`src/ums_consts.svh`:
```
// register offsets, field positions, reset values, frame length and format write mask for the master spi block
`ifndef UMS_CONSTS_SVH
`define UMS_CONSTS_SVH

`define UMS_ADDR_W          3
`define UMS_OFF_DATA        3'h0
`define UMS_OFF_FLAG        3'h1
`define UMS_OFF_ENABLE      3'h2
`define UMS_OFF_FORMAT      3'h3
`define UMS_OFF_BAUD_LO     3'h4
`define UMS_OFF_BAUD_HI     3'h5

`define UMS_BIT_RX_DONE     7
`define UMS_BIT_TX_FIN      6
`define UMS_BIT_TX_EMPTY    5
`define UMS_BIT_RX_IE       7
`define UMS_BIT_TX_FIN_IE   6
`define UMS_BIT_TX_EMPTY_IE 5
`define UMS_BIT_RX_EN       4
`define UMS_BIT_TX_EN       3
`define UMS_BIT_MODE_HI     7
`define UMS_BIT_MODE_LO     6
`define UMS_BIT_ORDER       2
`define UMS_BIT_PHASE       1
`define UMS_BIT_POLARITY    0

`define UMS_RST_ENABLE      8'h00
`define UMS_RST_FORMAT      8'h06
`define UMS_RST_BAUD        12'h000
`define UMS_FRAME_BITS      4'h8
`define UMS_FORMAT_WMASK    8'hC7

`endif

```
`src/ums_pkg.sv`:
```
// types shared by the master spi block
package ums_pkg;
  typedef enum logic [1:0] {
    UMS_MODE_ASYNC    = 2'b00,
    UMS_MODE_SYNC     = 2'b01,
    UMS_MODE_RESERVED = 2'b10,
    UMS_MODE_SPI      = 2'b11
  } ums_mode_t;

  typedef enum logic [1:0] {
    UMS_ST_IDLE  = 2'b00,
    UMS_ST_LEAD  = 2'b01,
    UMS_ST_TRAIL = 2'b10
  } ums_state_t;
endpackage

```
`src/ums_sync.sv`:
```
// two-flop synchroniser for a pin input
`timescale 1ns/1ps
`default_nettype none
module ums_sync (
  input  wire logic mclk_i,   // system clock
  input  wire logic rst_n_i,  // synchronous reset, active low
  input  wire logic async_i,  // pin level
  output logic      sync_o    // synchronised level
);
  logic meta_q;

  // first flop feeds only the second
  always_ff @(posedge mclk_i) begin
    if (!rst_n_i) begin
      meta_q <= 1'b0;
      sync_o <= 1'b0;
    end else begin
      meta_q <= async_i;
      sync_o <= meta_q;
    end
  end
endmodule
`default_nettype wire

```
`src/ums_baud.sv`:
```
// baud divider producing one-cycle half-period enable pulses
`timescale 1ns/1ps
`default_nettype none
module ums_baud #(
  parameter int DIV_W = 12
) (
  input  wire logic             mclk_i,   // system clock
  input  wire logic             rst_n_i,  // synchronous reset, active low
  input  wire logic             run_i,    // count while high, restart when low
  input  wire logic [DIV_W-1:0] div_i,    // divider setting
  output logic                  tick_o    // one pulse per half shift clock period
);
  logic [DIV_W-1:0] cnt_q;
  wire              at_end = (cnt_q >= div_i);

  // counts div+1 cycles per half period, giving f/(2(div+1))
  always_ff @(posedge mclk_i) begin
    if (!rst_n_i || !run_i) begin
      cnt_q  <= '0;
      tick_o <= 1'b0;
    end else begin
      cnt_q  <= at_end ? '0 : cnt_q + 1'b1;
      tick_o <= at_end;
    end
  end
endmodule
`default_nettype wire

```
`src/ums_master_spi.sv`:
```
// usart in master-only spi mode: register port, buffers, shifter and pin control
//
// The address map and the plain strobed port were chosen for this implementation.
`timescale 1ns/1ps
`default_nettype none
`include "ums_consts.svh"

// What this block does
// - frame error, overrun and parity flags always read zero
// - rx done flag is high exactly while receive buffer holds unread data
// - clearing receiver enable flushes the receive buffer
// - tx finished sets when frame shifted out and transmit buffer empty
// - tx finished clears on interrupt service or software writing one
// - tx empty flag high when buffer can take a byte, set after reset
// - receive interrupt needs its enable, global enable and rx done flag
// - tx finished interrupt needs its enable, global enable and flag
// - tx empty interrupt needs its enable, global enable and flag
// - receiver enable takes over the serial input pin
// - receiver alone performs no transfers; transmitter makes the clock
// - clearing transmitter enable waits until shifter and buffer are empty
// - transmitter drives serial output while enabled, else pin returns to port
// - mode field: 00 async, 01 sync, 10 reserved, 11 master spi
// - order, phase and polarity accepted in the same write as mode
// - order bit one shifts lsb first, zero shifts msb first
// - phase bit picks sampling on leading or trailing clock edge
// - polarity bit sets shift clock idle level and edge sense
// - transmitter double buffered, receiver has one extra buffer level
// - master only: no slave select, collision flag or double speed
// - modes 0 to 3 sample and set up on opposite clock edges
// - data register write starts a transfer when shifter is ready
// - on receive overflow the newest byte is discarded
module ums_master_spi
  import ums_pkg::*;
#(
  parameter int DIV_W = 12
) (
  input  wire logic                   mclk_i,           // system clock, 200 MHz
  input  wire logic                   rst_n_i,          // synchronous reset, active low
  input  wire logic [`UMS_ADDR_W-1:0] addr_i,           // register address
  input  wire logic [7:0]             wdata_i,          // write data
  input  wire logic                   wr_i,             // write strobe
  input  wire logic                   rd_i,             // read strobe
  output logic      [7:0]             rdata_o,          // read data, cycle after rd_i
  input  wire logic                   global_irq_en_i,  // global interrupt enable from cpu status
  input  wire logic                   tx_fin_ack_i,     // tx finished interrupt being serviced
  output logic                        irq_rx_done_o,    // receive complete request
  output logic                        irq_tx_fin_o,     // transmit complete request
  output logic                        irq_tx_empty_o,   // data register empty request
  input  wire logic                   serial_in_pin_i,  // serial data in from slave
  output logic                        serial_out_pin_o, // serial data out to slave
  output logic                        serial_out_oe_o,  // high while transmitter owns out pin
  output logic                        serial_in_own_o,  // high while receiver owns in pin
  output logic                        shift_clock_pin_o // shift clock to slave
);
  // ---------------- registers ----------------
  logic [7:0]       enable_q;
  logic [7:0]       format_q;
  logic [DIV_W-1:0] baud_q;
  logic             tx_active_q;  // transmitter in effect (drains after disable)
  logic             tx_fin_q;
  logic [7:0]       txbuf_q;
  logic             txbuf_full_q;
  logic [7:0]       rxbuf_q [2];  // two-level receive buffer
  logic [1:0]       rx_cnt_q;
  logic [7:0]       tsh_q;
  logic [7:0]       rsh_q;
  logic [3:0]       bit_cnt_q;
  ums_state_t       state_q;
  logic             sck_q;
  logic             sdo_q;

  // ---------------- decode ----------------
  wire wr_data   = wr_i && (addr_i == `UMS_OFF_DATA);
  wire wr_flag   = wr_i && (addr_i == `UMS_OFF_FLAG);
  wire wr_enable = wr_i && (addr_i == `UMS_OFF_ENABLE);
  wire wr_format = wr_i && (addr_i == `UMS_OFF_FORMAT);
  wire wr_blo    = wr_i && (addr_i == `UMS_OFF_BAUD_LO);
  wire wr_bhi    = wr_i && (addr_i == `UMS_OFF_BAUD_HI);
  wire rd_data   = rd_i && (addr_i == `UMS_OFF_DATA);

  wire       rx_en    = enable_q[`UMS_BIT_RX_EN];
  wire       tx_en    = enable_q[`UMS_BIT_TX_EN];
  wire       lsb_first = format_q[`UMS_BIT_ORDER];
  wire       cpha     = format_q[`UMS_BIT_PHASE];
  wire       cpol     = format_q[`UMS_BIT_POLARITY];
  wire       spi_mode = (ums_mode_t'(format_q[`UMS_BIT_MODE_HI:`UMS_BIT_MODE_LO]) == UMS_MODE_SPI);
  wire       rx_done  = (rx_cnt_q != 2'd0);
  wire       tx_empty = !txbuf_full_q;

  // ---------------- pin input ----------------
  logic sdi_s;
  ums_sync u_sync_sdi (
    .mclk_i  (mclk_i),
    .rst_n_i (rst_n_i),
    .async_i (serial_in_pin_i),
    .sync_o  (sdi_s)
  );

  // ---------------- baud ----------------
  logic busy;
  logic tick;
  assign busy = (state_q != UMS_ST_IDLE);
  ums_baud #(.DIV_W(DIV_W)) u_baud (
    .mclk_i  (mclk_i),
    .rst_n_i (rst_n_i),
    .run_i   (busy),
    .div_i   (baud_q),
    .tick_o  (tick)
  );

  // ---------------- shifter control ----------------
  // frame may load only in spi mode with transmitter in effect; receiver alone never clocks
  wire load     = !busy && txbuf_full_q && tx_active_q && spi_mode;
  wire lead_ev  = busy && tick && (state_q == UMS_ST_LEAD);
  wire trail_ev = busy && tick && (state_q == UMS_ST_TRAIL);
  wire sample   = cpha ? trail_ev : lead_ev;
  wire setup    = cpha ? lead_ev : trail_ev;
  wire last_bit = (bit_cnt_q == `UMS_FRAME_BITS - 4'd1);
  wire frame_end = trail_ev && last_bit;
  wire [7:0] rx_byte = lsb_first ? {sdi_s, rsh_q[7:1]} : {rsh_q[6:0], sdi_s};
  // with phase zero the last bit was already sampled on the leading edge
  wire [7:0] rx_word = cpha ? rx_byte : rsh_q;
  wire rx_push  = frame_end && rx_en;
  wire rx_pop   = rd_data && rx_done;
  wire tx_done_ev = frame_end && !txbuf_full_q;

  // first output bit of a loaded byte
  function automatic logic first_bit(input logic [7:0] b, input logic lsb);
    first_bit = lsb ? b[0] : b[7];
  endfunction

  // control registers; mode and format bits land in one write
  always_ff @(posedge mclk_i) begin
    if (!rst_n_i) begin
      enable_q <= `UMS_RST_ENABLE;
      format_q <= `UMS_RST_FORMAT;
      baud_q   <= DIV_W'(`UMS_RST_BAUD);
    end else begin
      if (wr_enable) enable_q <= wdata_i & 8'hF8;
      if (wr_format) format_q <= wdata_i & `UMS_FORMAT_WMASK;
      if (wr_blo)    baud_q[7:0] <= wdata_i;
      if (wr_bhi)    baud_q[DIV_W-1:8] <= wdata_i[DIV_W-9:0];
    end
  end

  // transmitter stays in effect until shifter and buffer drain
  always_ff @(posedge mclk_i) begin
    if (!rst_n_i) begin
      tx_active_q <= 1'b0;
    end else if (tx_en) begin
      tx_active_q <= 1'b1;
    end else if (!busy && !txbuf_full_q) begin
      tx_active_q <= 1'b0;
    end
  end

  // transmit buffer: second level in front of the shifter
  always_ff @(posedge mclk_i) begin
    if (!rst_n_i) begin
      txbuf_q      <= 8'h00;
      txbuf_full_q <= 1'b0;
    end else begin
      if (wr_data && tx_empty) begin
        txbuf_q      <= wdata_i;
        txbuf_full_q <= 1'b1;
      end else if (load) begin
        txbuf_full_q <= 1'b0;
      end
    end
  end

  // tx finished: set wins over both clears
  always_ff @(posedge mclk_i) begin
    if (!rst_n_i) begin
      tx_fin_q <= 1'b0;
    end else if (tx_done_ev) begin
      tx_fin_q <= 1'b1;
    end else if (tx_fin_ack_i || (wr_flag && wdata_i[`UMS_BIT_TX_FIN])) begin
      tx_fin_q <= 1'b0;
    end
  end

  // shift engine state and clock pin
  always_ff @(posedge mclk_i) begin
    if (!rst_n_i) begin
      state_q   <= UMS_ST_IDLE;
      bit_cnt_q <= 4'h0;
      sck_q     <= 1'b0;
    end else begin
      case (state_q)
        UMS_ST_IDLE: begin
          sck_q     <= cpol;
          bit_cnt_q <= 4'h0;
          if (load) state_q <= UMS_ST_LEAD;
        end
        UMS_ST_LEAD: begin
          if (tick) begin
            sck_q   <= !cpol;
            state_q <= UMS_ST_TRAIL;
          end
        end
        UMS_ST_TRAIL: begin
          if (tick) begin
            sck_q     <= cpol;
            bit_cnt_q <= bit_cnt_q + 4'h1;
            state_q   <= last_bit ? UMS_ST_IDLE : UMS_ST_LEAD;
          end
        end
        default: begin
          state_q <= UMS_ST_IDLE;
        end
      endcase
    end
  end

  // data shifting on setup and sample edges
  always_ff @(posedge mclk_i) begin
    if (!rst_n_i) begin
      tsh_q <= 8'h00;
      rsh_q <= 8'h00;
      sdo_q <= 1'b1;
    end else if (load) begin
      tsh_q <= txbuf_q;
      // with phase zero the first bit must stand before the leading edge
      sdo_q <= first_bit(txbuf_q, lsb_first);
    end else begin
      if (sample) begin
        rsh_q <= rx_byte;
        tsh_q <= lsb_first ? {1'b0, tsh_q[7:1]} : {tsh_q[6:0], 1'b0};
      end
      if (setup && cpha && (bit_cnt_q == 4'h0)) begin
        sdo_q <= first_bit(tsh_q, lsb_first);
      end else if (setup && !(cpha == 1'b0 && last_bit)) begin
        sdo_q <= lsb_first ? tsh_q[0] : tsh_q[7];
      end
      if (!tx_active_q) sdo_q <= 1'b1;
    end
  end

  // receive buffer of two levels; overflow drops the newest byte
  logic [1:0] rx_cnt_d;
  assign rx_cnt_d = rx_cnt_q - {1'b0, rx_pop};
  always_ff @(posedge mclk_i) begin
    if (!rst_n_i || !rx_en) begin
      rx_cnt_q   <= 2'd0;
      rxbuf_q[0] <= 8'h00;
      rxbuf_q[1] <= 8'h00;
    end else begin
      if (rx_pop) rxbuf_q[0] <= rxbuf_q[1];
      if (rx_push && rx_cnt_d != 2'd2) begin
        rxbuf_q[rx_cnt_d[0]] <= rx_word;
        rx_cnt_q <= rx_cnt_d + 2'd1;
      end else begin
        rx_cnt_q <= rx_cnt_d;
      end
    end
  end

  // read mux; error flags and reserved bits are zero
  logic [7:0] rd_mux;
  always_comb begin
    rd_mux = 8'h00;
    case (addr_i)
      `UMS_OFF_DATA:    rd_mux = rxbuf_q[0];
      `UMS_OFF_FLAG:    rd_mux = {rx_done, tx_fin_q, tx_empty, 5'b00000};
      `UMS_OFF_ENABLE:  rd_mux = enable_q;
      `UMS_OFF_FORMAT:  rd_mux = format_q;
      `UMS_OFF_BAUD_LO: rd_mux = baud_q[7:0];
      `UMS_OFF_BAUD_HI: rd_mux = {{(16-DIV_W){1'b0}}, baud_q[DIV_W-1:8]};
      default:          rd_mux = 8'h00;
    endcase
  end

  // registered outputs
  always_ff @(posedge mclk_i) begin
    if (!rst_n_i) begin
      rdata_o           <= 8'h00;
      irq_rx_done_o     <= 1'b0;
      irq_tx_fin_o      <= 1'b0;
      irq_tx_empty_o    <= 1'b0;
      serial_out_pin_o  <= 1'b1;
      serial_out_oe_o   <= 1'b0;
      serial_in_own_o   <= 1'b0;
      shift_clock_pin_o <= 1'b0;
    end else begin
      rdata_o           <= rd_i ? rd_mux : 8'h00;
      irq_rx_done_o     <= enable_q[`UMS_BIT_RX_IE] && global_irq_en_i && rx_done;
      irq_tx_fin_o      <= enable_q[`UMS_BIT_TX_FIN_IE] && global_irq_en_i && tx_fin_q;
      irq_tx_empty_o    <= enable_q[`UMS_BIT_TX_EMPTY_IE] && global_irq_en_i && tx_empty;
      serial_out_pin_o  <= tx_active_q ? sdo_q : 1'b1;
      serial_out_oe_o   <= tx_active_q;
      serial_in_own_o   <= rx_en;
      shift_clock_pin_o <= busy ? sck_q : cpol;
    end
  end
endmodule
`default_nettype wire

```
`config.mk`:
```
export PLATFORM = sky130hd
export DESIGN_NAME = ums_master_spi
export DESIGN_NICKNAME = d
export VERILOG_FILES = /design/src/ums_pkg.sv /design/src/ums_sync.sv /design/src/ums_baud.sv /design/src/ums_master_spi.sv
export VERILOG_INCLUDE_DIRS = /design/src
export SDC_FILE = /design/constraint.sdc
export NUM_CORES = 1
export LEC_CHECK = 0
export BUFFER_PORTS_ARGS = -buffer_cell sky130_fd_sc_hd__buf_2
export CAP_MARGIN = 10
export CORE_UTILIZATION = 40
export DETAILED_ROUTE_END_ITERATION = 10
export PLACE_DENSITY = 0.58
export RECOVER_POWER = 50
export SYNTH_ARGS = -nofsm -noshare
export SYNTH_HDL_FRONTEND = slang
export SYNTH_SLANG_ARGS = --single-unit
```
`constraint.sdc`:
```
create_clock -name mclk_i -period 5.81 [get_ports mclk_i]
set_clock_uncertainty 0.05 [all_clocks]
set_input_delay 0.581 -clock mclk_i [delete_from_list [all_inputs] [get_ports mclk_i]]
set_output_delay 0.581 -clock mclk_i [all_outputs]
set_load 0.01 [all_outputs]
```
## After elaboration in Yosys (flattened, before gate mapping)

Memory sizes are Yosys's and may differ from the RTL's.
Index checks and enable logic that the tools add are counted.

- Magnitude comparators: 1
- Bitwise gates (word level): 3
- Add/sub/neg operators: 4
- Equal/unequal tests: 14
- Reductions and logical operators: 59
- Mux-type cells: 44

Operators with widths:

| operator | number |
|---|---|
| 2-to-1 mux 8 bit | 7 |
| case mux 8 bit (6 select lines) | 1 |
| logical AND 1 bit | 31 |
| 2-to-1 mux 1 bit | 28 |
| nonzero test 2 bit | 7 |
| adder 12 x 1 -> 12 bit, second input constant | 1 |
| greater-or-equal comparator 12 bit | 1 |
| 2-to-1 mux 2 bit | 4 |
| case mux 4 bit (2 select lines) | 1 |
| AND reduction 2 bit | 4 |
| OR reduction 8 bit | 1 |
| == test 3 x 2 -> 1 bit, second input constant | 2 |
| == test 3 bit, second input constant | 2 |
| zero test 1 bit | 6 |
| case mux 2 bit (3 select lines) | 1 |
| AND reduction 3 bit | 2 |
| adder 4 x 1 -> 4 bit, second input constant | 1 |
| == test 2 bit, second input constant | 2 |
| == test 4 x 3 -> 1 bit, second input constant | 1 |
| zero test 4 bit | 1 |
| 2-to-1 mux 4 bit | 1 |
| inequality test 2 x 1 -> 1 bit, second input constant | 2 |
| inequality test 2 bit, second input constant | 2 |
| inequality test 4 x 1 -> 1 bit, second input constant | 1 |
| other kinds (12) | 15 |

- Logic and storage cells: 153
- Memories: 1
- Memory bits (writable): 16
- Bits of input ports: 18
- Output and inout port bits: 15
- Register bits after elaboration: 89

Memory list:

| memory | words | bits a word | rd ports | clocked after Yosys merged registers in | wr ports | line | RTL |
|---|---|---|---|---|---|---|---|
| rxbuf_q | 2 | 8 | 2 | 0 | 2 | ums_master_spi.sv:63 | `logic [7:0] rxbuf_q [2];` |

## Depth between registers and ports, before layout

- Depth after elaboration: 11
- Mapped depth: 9
- Depth with buffers taken out: 8

## Modules after synthesis

From an unflattened synthesis, not the netlist that was laid out.

- Cell total of the unflattened synthesis: 523
- Area, all modules: 5087.4 um^2

By module, submodules not included:

| module | sequential area each (um^2) | area each (um^2) | times used | cells an instance |
|---|---|---|---|---|
| ums_master_spi | 1961.9 | 4186.5 | 1 | 422 |
| ums_baud | 260.2 | 848.3 | 1 | 97 |
| ums_sync | 40.0 | 52.6 | 1 | 4 |

## Worst setup path after synthesis

No wires, ideal clock.

- Path kind: input to register
- From: in addr_i[2]
- To: mem rxbuf_q[0][0] (enable)
- Stages on the path: 8
- Setup time: 0.337 ns
- Path buffers: 1
- Slack: 3.462 ns
- Arrival: 1.961 ns
- Data required time: 5.423 ns
- Cells stage by stage: buf_2 -> nand4b_2 -> inv_1 -> ha_1 -> nand2b_1 -> nor4_4 -> nand2_2 -> nand3_1

RTL lines:

| element | line | RTL |
|---|---|---|
| start: declaration | ums_master_spi.sv:39 | `` input wire logic [`UMS_ADDR_W-1:0] addr_i, `` |
| end: declaration | ums_master_spi.sv:63 |  |

==> flow_metrics.env <==
export IMPL_diodes=0
export IMPL_crit_start="addr_i[0]"
export IMPL_cp_max_fo=17
export IMPL_finish_utilization=0.4508
export IMPL_fillers=1204
export IMPL_htreeDepth=3
export IMPL_final_cell_mix="dfxtp_1, nor2_1, nand2_1, mux2i_1, a21oi_1"
export IMPL_num_rows=40
export IMPL_drt_met1_wl_mm=5.696
export IMPL_drt_total_wl_mm=11.67
export IMPL_max_slew_worst_pin_slew_ns=2.542
export IMPL_layout_min_cycle_time_ns=3.094
export IMPL_fin_setup_tns_ns=0
export IMPL_p_leak_nw=2.042
export IMPL_max_cap_viol_count=1
export IMPL_initial_core_util=0.4140
export IMPL_hp_class="register to register"
export IMPL_rsz0062_at_grt="false"
export IMPL_critPathLaunchType="input pin"
export IMPL_setup_viol=0
export IMPL_die_area_um2=13040
export IMPL_antenna_found_initial=0
export IMPL_min_from="sdo_q"
export IMPL_gp_congestion=0.8100
export IMPL_cts_tree="done"
export IMPL_worstPathRequired_ns=5.78
export IMPL_vias_per_cell=5.238
export IMPL_ys_warn_count=0
export IMPL_cp_slowest_cell="clkbuf_1"
export IMPL_postRouteAntennaNets=0
export IMPL_cts_sinks=105
export IMPL_die_y_um=114.2
export IMPL_ir_drop_v=0.0001535
export IMPL_core_area_um2=12160
export IMPL_cts_hold_fix_buffers=0
export IMPL_status="complete, but fails checks"
export IMPL_drt_iter0_drc=280
export IMPL_violations="max-capacitance violations, max-slew violations"
export IMPL_met2_length_mm=5.255
export IMPL_hold_viol=0
export IMPL_synth_cells=534
export IMPL_drtPass1Iterations=4
export IMPL_finalCritPeriodShare=0.5325
export IMPL_grt_overflow=0
export IMPL_chipWidth_um=114.2
export IMPL_hpwl_mm=8.169
export IMPL_critical_path_class="input pin to register"
export IMPL_synth_nets=568
export IMPL_route_detailed_drc=0
export IMPL_syn_area_um2=5035
export IMPL_grt_max_degree=58
export IMPL_drv_slew=58
export IMPL_cts_resized=0
export IMPL_final_nets=581
export IMPL_wire_per_inst_um=16.20
export IMPL_place_port_buffers=32
export IMPL_area_growth_synth_to_final_pct=8.897
export IMPL_crit_path_max_incr_delay_ns=0.72
export IMPL_drive_gt1_frac=0.09601
export IMPL_cts_clk_slew_worst_paths_ns=0.07
export IMPL_cp_cell_sequence="clkbuf_1, nor2_8, nand4b_2, inv_1, ha_1, nand2b_1, nor4_1, nand2_2, nand3_1"
export IMPL_hold_ws_ns=0.3827
export IMPL_dr_wl_met3_um=441
export IMPL_avgSynthCellArea_um2=9.429
export IMPL_grt_pass1_wl_mm=19.03
export IMPL_cellPowerDensity_nw_per_um2=256.4
export IMPL_synth_edff_count=16
export IMPL_clk_latency_ns=0.35
export IMPL_cts_buffers_inserted=9
export IMPL_vias=3771
export IMPL_yosysSeqAreaShare=0.4493
export IMPL_end_kind="register"
export IMPL_synth_cell_types=58
export IMPL_boundaryPins=33
export IMPL_post_cts_setup_buffer_count=0
export IMPL_ys_ff_latch=105
export IMPL_track_usage=0.1903
export IMPL_highest_layer="met4"
export IMPL_synth_async_sr_flop_share=0
export IMPL_r2r_start="rx_cnt_q[1]"
export IMPL_final_common_cell="dfxtp_1"
export IMPL_grt_pass1_vias=3587
export IMPL_ctsLongestPathBuffers=2
export IMPL_slew_headroom=-0.6949
export IMPL_fmax_ghz=0.3232
export IMPL_cp_arrival_ns=3.06
export IMPL_synth_flop_cell="dfxtp_1"
export IMPL_cts_root_buf="clkbuf_16"
==> critical path, delay by kind of cell <==
kind / cells / cell delay, ns
AND/OR/NAND/NOR: 6 / 1.35
buffers and inverters: 2 / 0.78
adder cells (fa/ha/maj): 1 / 0.33
==> report_power, final <==
part / internal (mW) / leakage [nW] / total, mW / switching [mW]
Sequential: 0.743 / 0.915 / 0.750 / 0.00751
Combinational: 0.0211 / 0.996 / 0.0596 / 0.0385
Clock: 0.334 / 0.131 / 0.596 / 0.262
Total: 1.10 / 2.04 / 1.41 / 0.308
==> flip-flops by register name, summed over array words and instances, names as in the netlist, 2 cells and up <==
| signal | count |
|---|---|
| rxbuf_q | 16 |
| baud_q | 12 |
| u_baud.cnt_q | 12 |
| rdata_o | 8 |
| rsh_q | 8 |
| tsh_q | 8 |
| txbuf_q | 8 |
| enable_q | 5 |
| format_q | 5 |
| bit_cnt_q | 4 |
| rx_cnt_q | 2 |
| state_q | 2 |
==> through the flow <==
step	cells	cell area [um^2]	worst slack, ns	total power [mW]
after floorplan	534	5035	3.462	0.8066
after global placement	704	5244	3.127	0.8259
after detailed placement	704	5244	3.041	0.8268
after CTS	720	5525	3.414	1.426
after global routing	720	5483	2.489	1.469
final	720	5483	2.716	1.406
==> layer usage <==
metal,global-route usage,up-vias
met4,0.07792,0
li1,-,1916
met2,0.2917,77
met5,0,-
met3,0.03388,18
met1,0.2645,1760
==> final timing paths <==
check / end / slack [ns] / cells past startpoint
worst max-delay path: rxbuf_q[0][4] / 2.72 / 9
worst min-delay path: serial_out_pin_o / 0.38 / 2
worst max register to register: rxbuf_q[0][4] / 3.10 / 8
worst min register to register: serial_out_pin_o / 0.38 / 2
==> cells in the mapped netlist, drive strengths merged, types with 5 or more instances <==
cell type / number / area (um^2)
xnor2: 10 / 87.58
o2bb2ai: 8 / 70.07
o21ai: 17 / 85.08
nand3: 18 / 90.09
dfxtp: 89 / 1782
nand2: 46 / 175.2
nor3b: 7 / 52.55
nor2: 62 / 249.0
edfxtp: 16 / 480.5
buf: 21 / 131.4
o22a: 6 / 52.55
nor3: 20 / 145.1
mux2i: 36 / 360.4
nand2b: 7 / 43.79
inv: 27 / 101.4
and2: 5 / 31.28
a22oi: 15 / 112.6
a21oi: 32 / 160.2
a211oi: 9 / 67.56
ha: 16 / 200.2
clkbuf: 10 / 37.54
mux2: 11 / 127.6
==> area by class of cell <==
| class | count | area [um^2] | share of cell area |
|---|---|---|---|
| clock inverter | 3 | 41.29 | 0.007531 |
| tap | 168 | 210.2 | 0.03834 |
| timing repair buffer | 33 | 142.6 | 0.02602 |
| multi-input combinational | 371 | 2485 | 0.4532 |
| inverter | 27 | 101.3 | 0.01848 |
| sequential | 105 | 2262 | 0.4126 |
| clock buffer | 13 | 240.2 | 0.04382 |
==> cells by family after synthesis <==
| kind of cell | Yosys count | synth area share |
|---|---|---|
| AOI/OAI and AO/OA | 101 | 0.1315 |
| xor gates and xnor gates | 12 | 0.02087 |
| adders and majority gates | 16 | 0.03976 |
| buffers and inverters | 58 | 0.05368 |
| DFF | 105 | 0.4493 |
| muxes | 47 | 0.09692 |
| and+or+nand+nor | 195 | 0.2080 |
No activity file was read; power rests on OpenSTA's default activity.
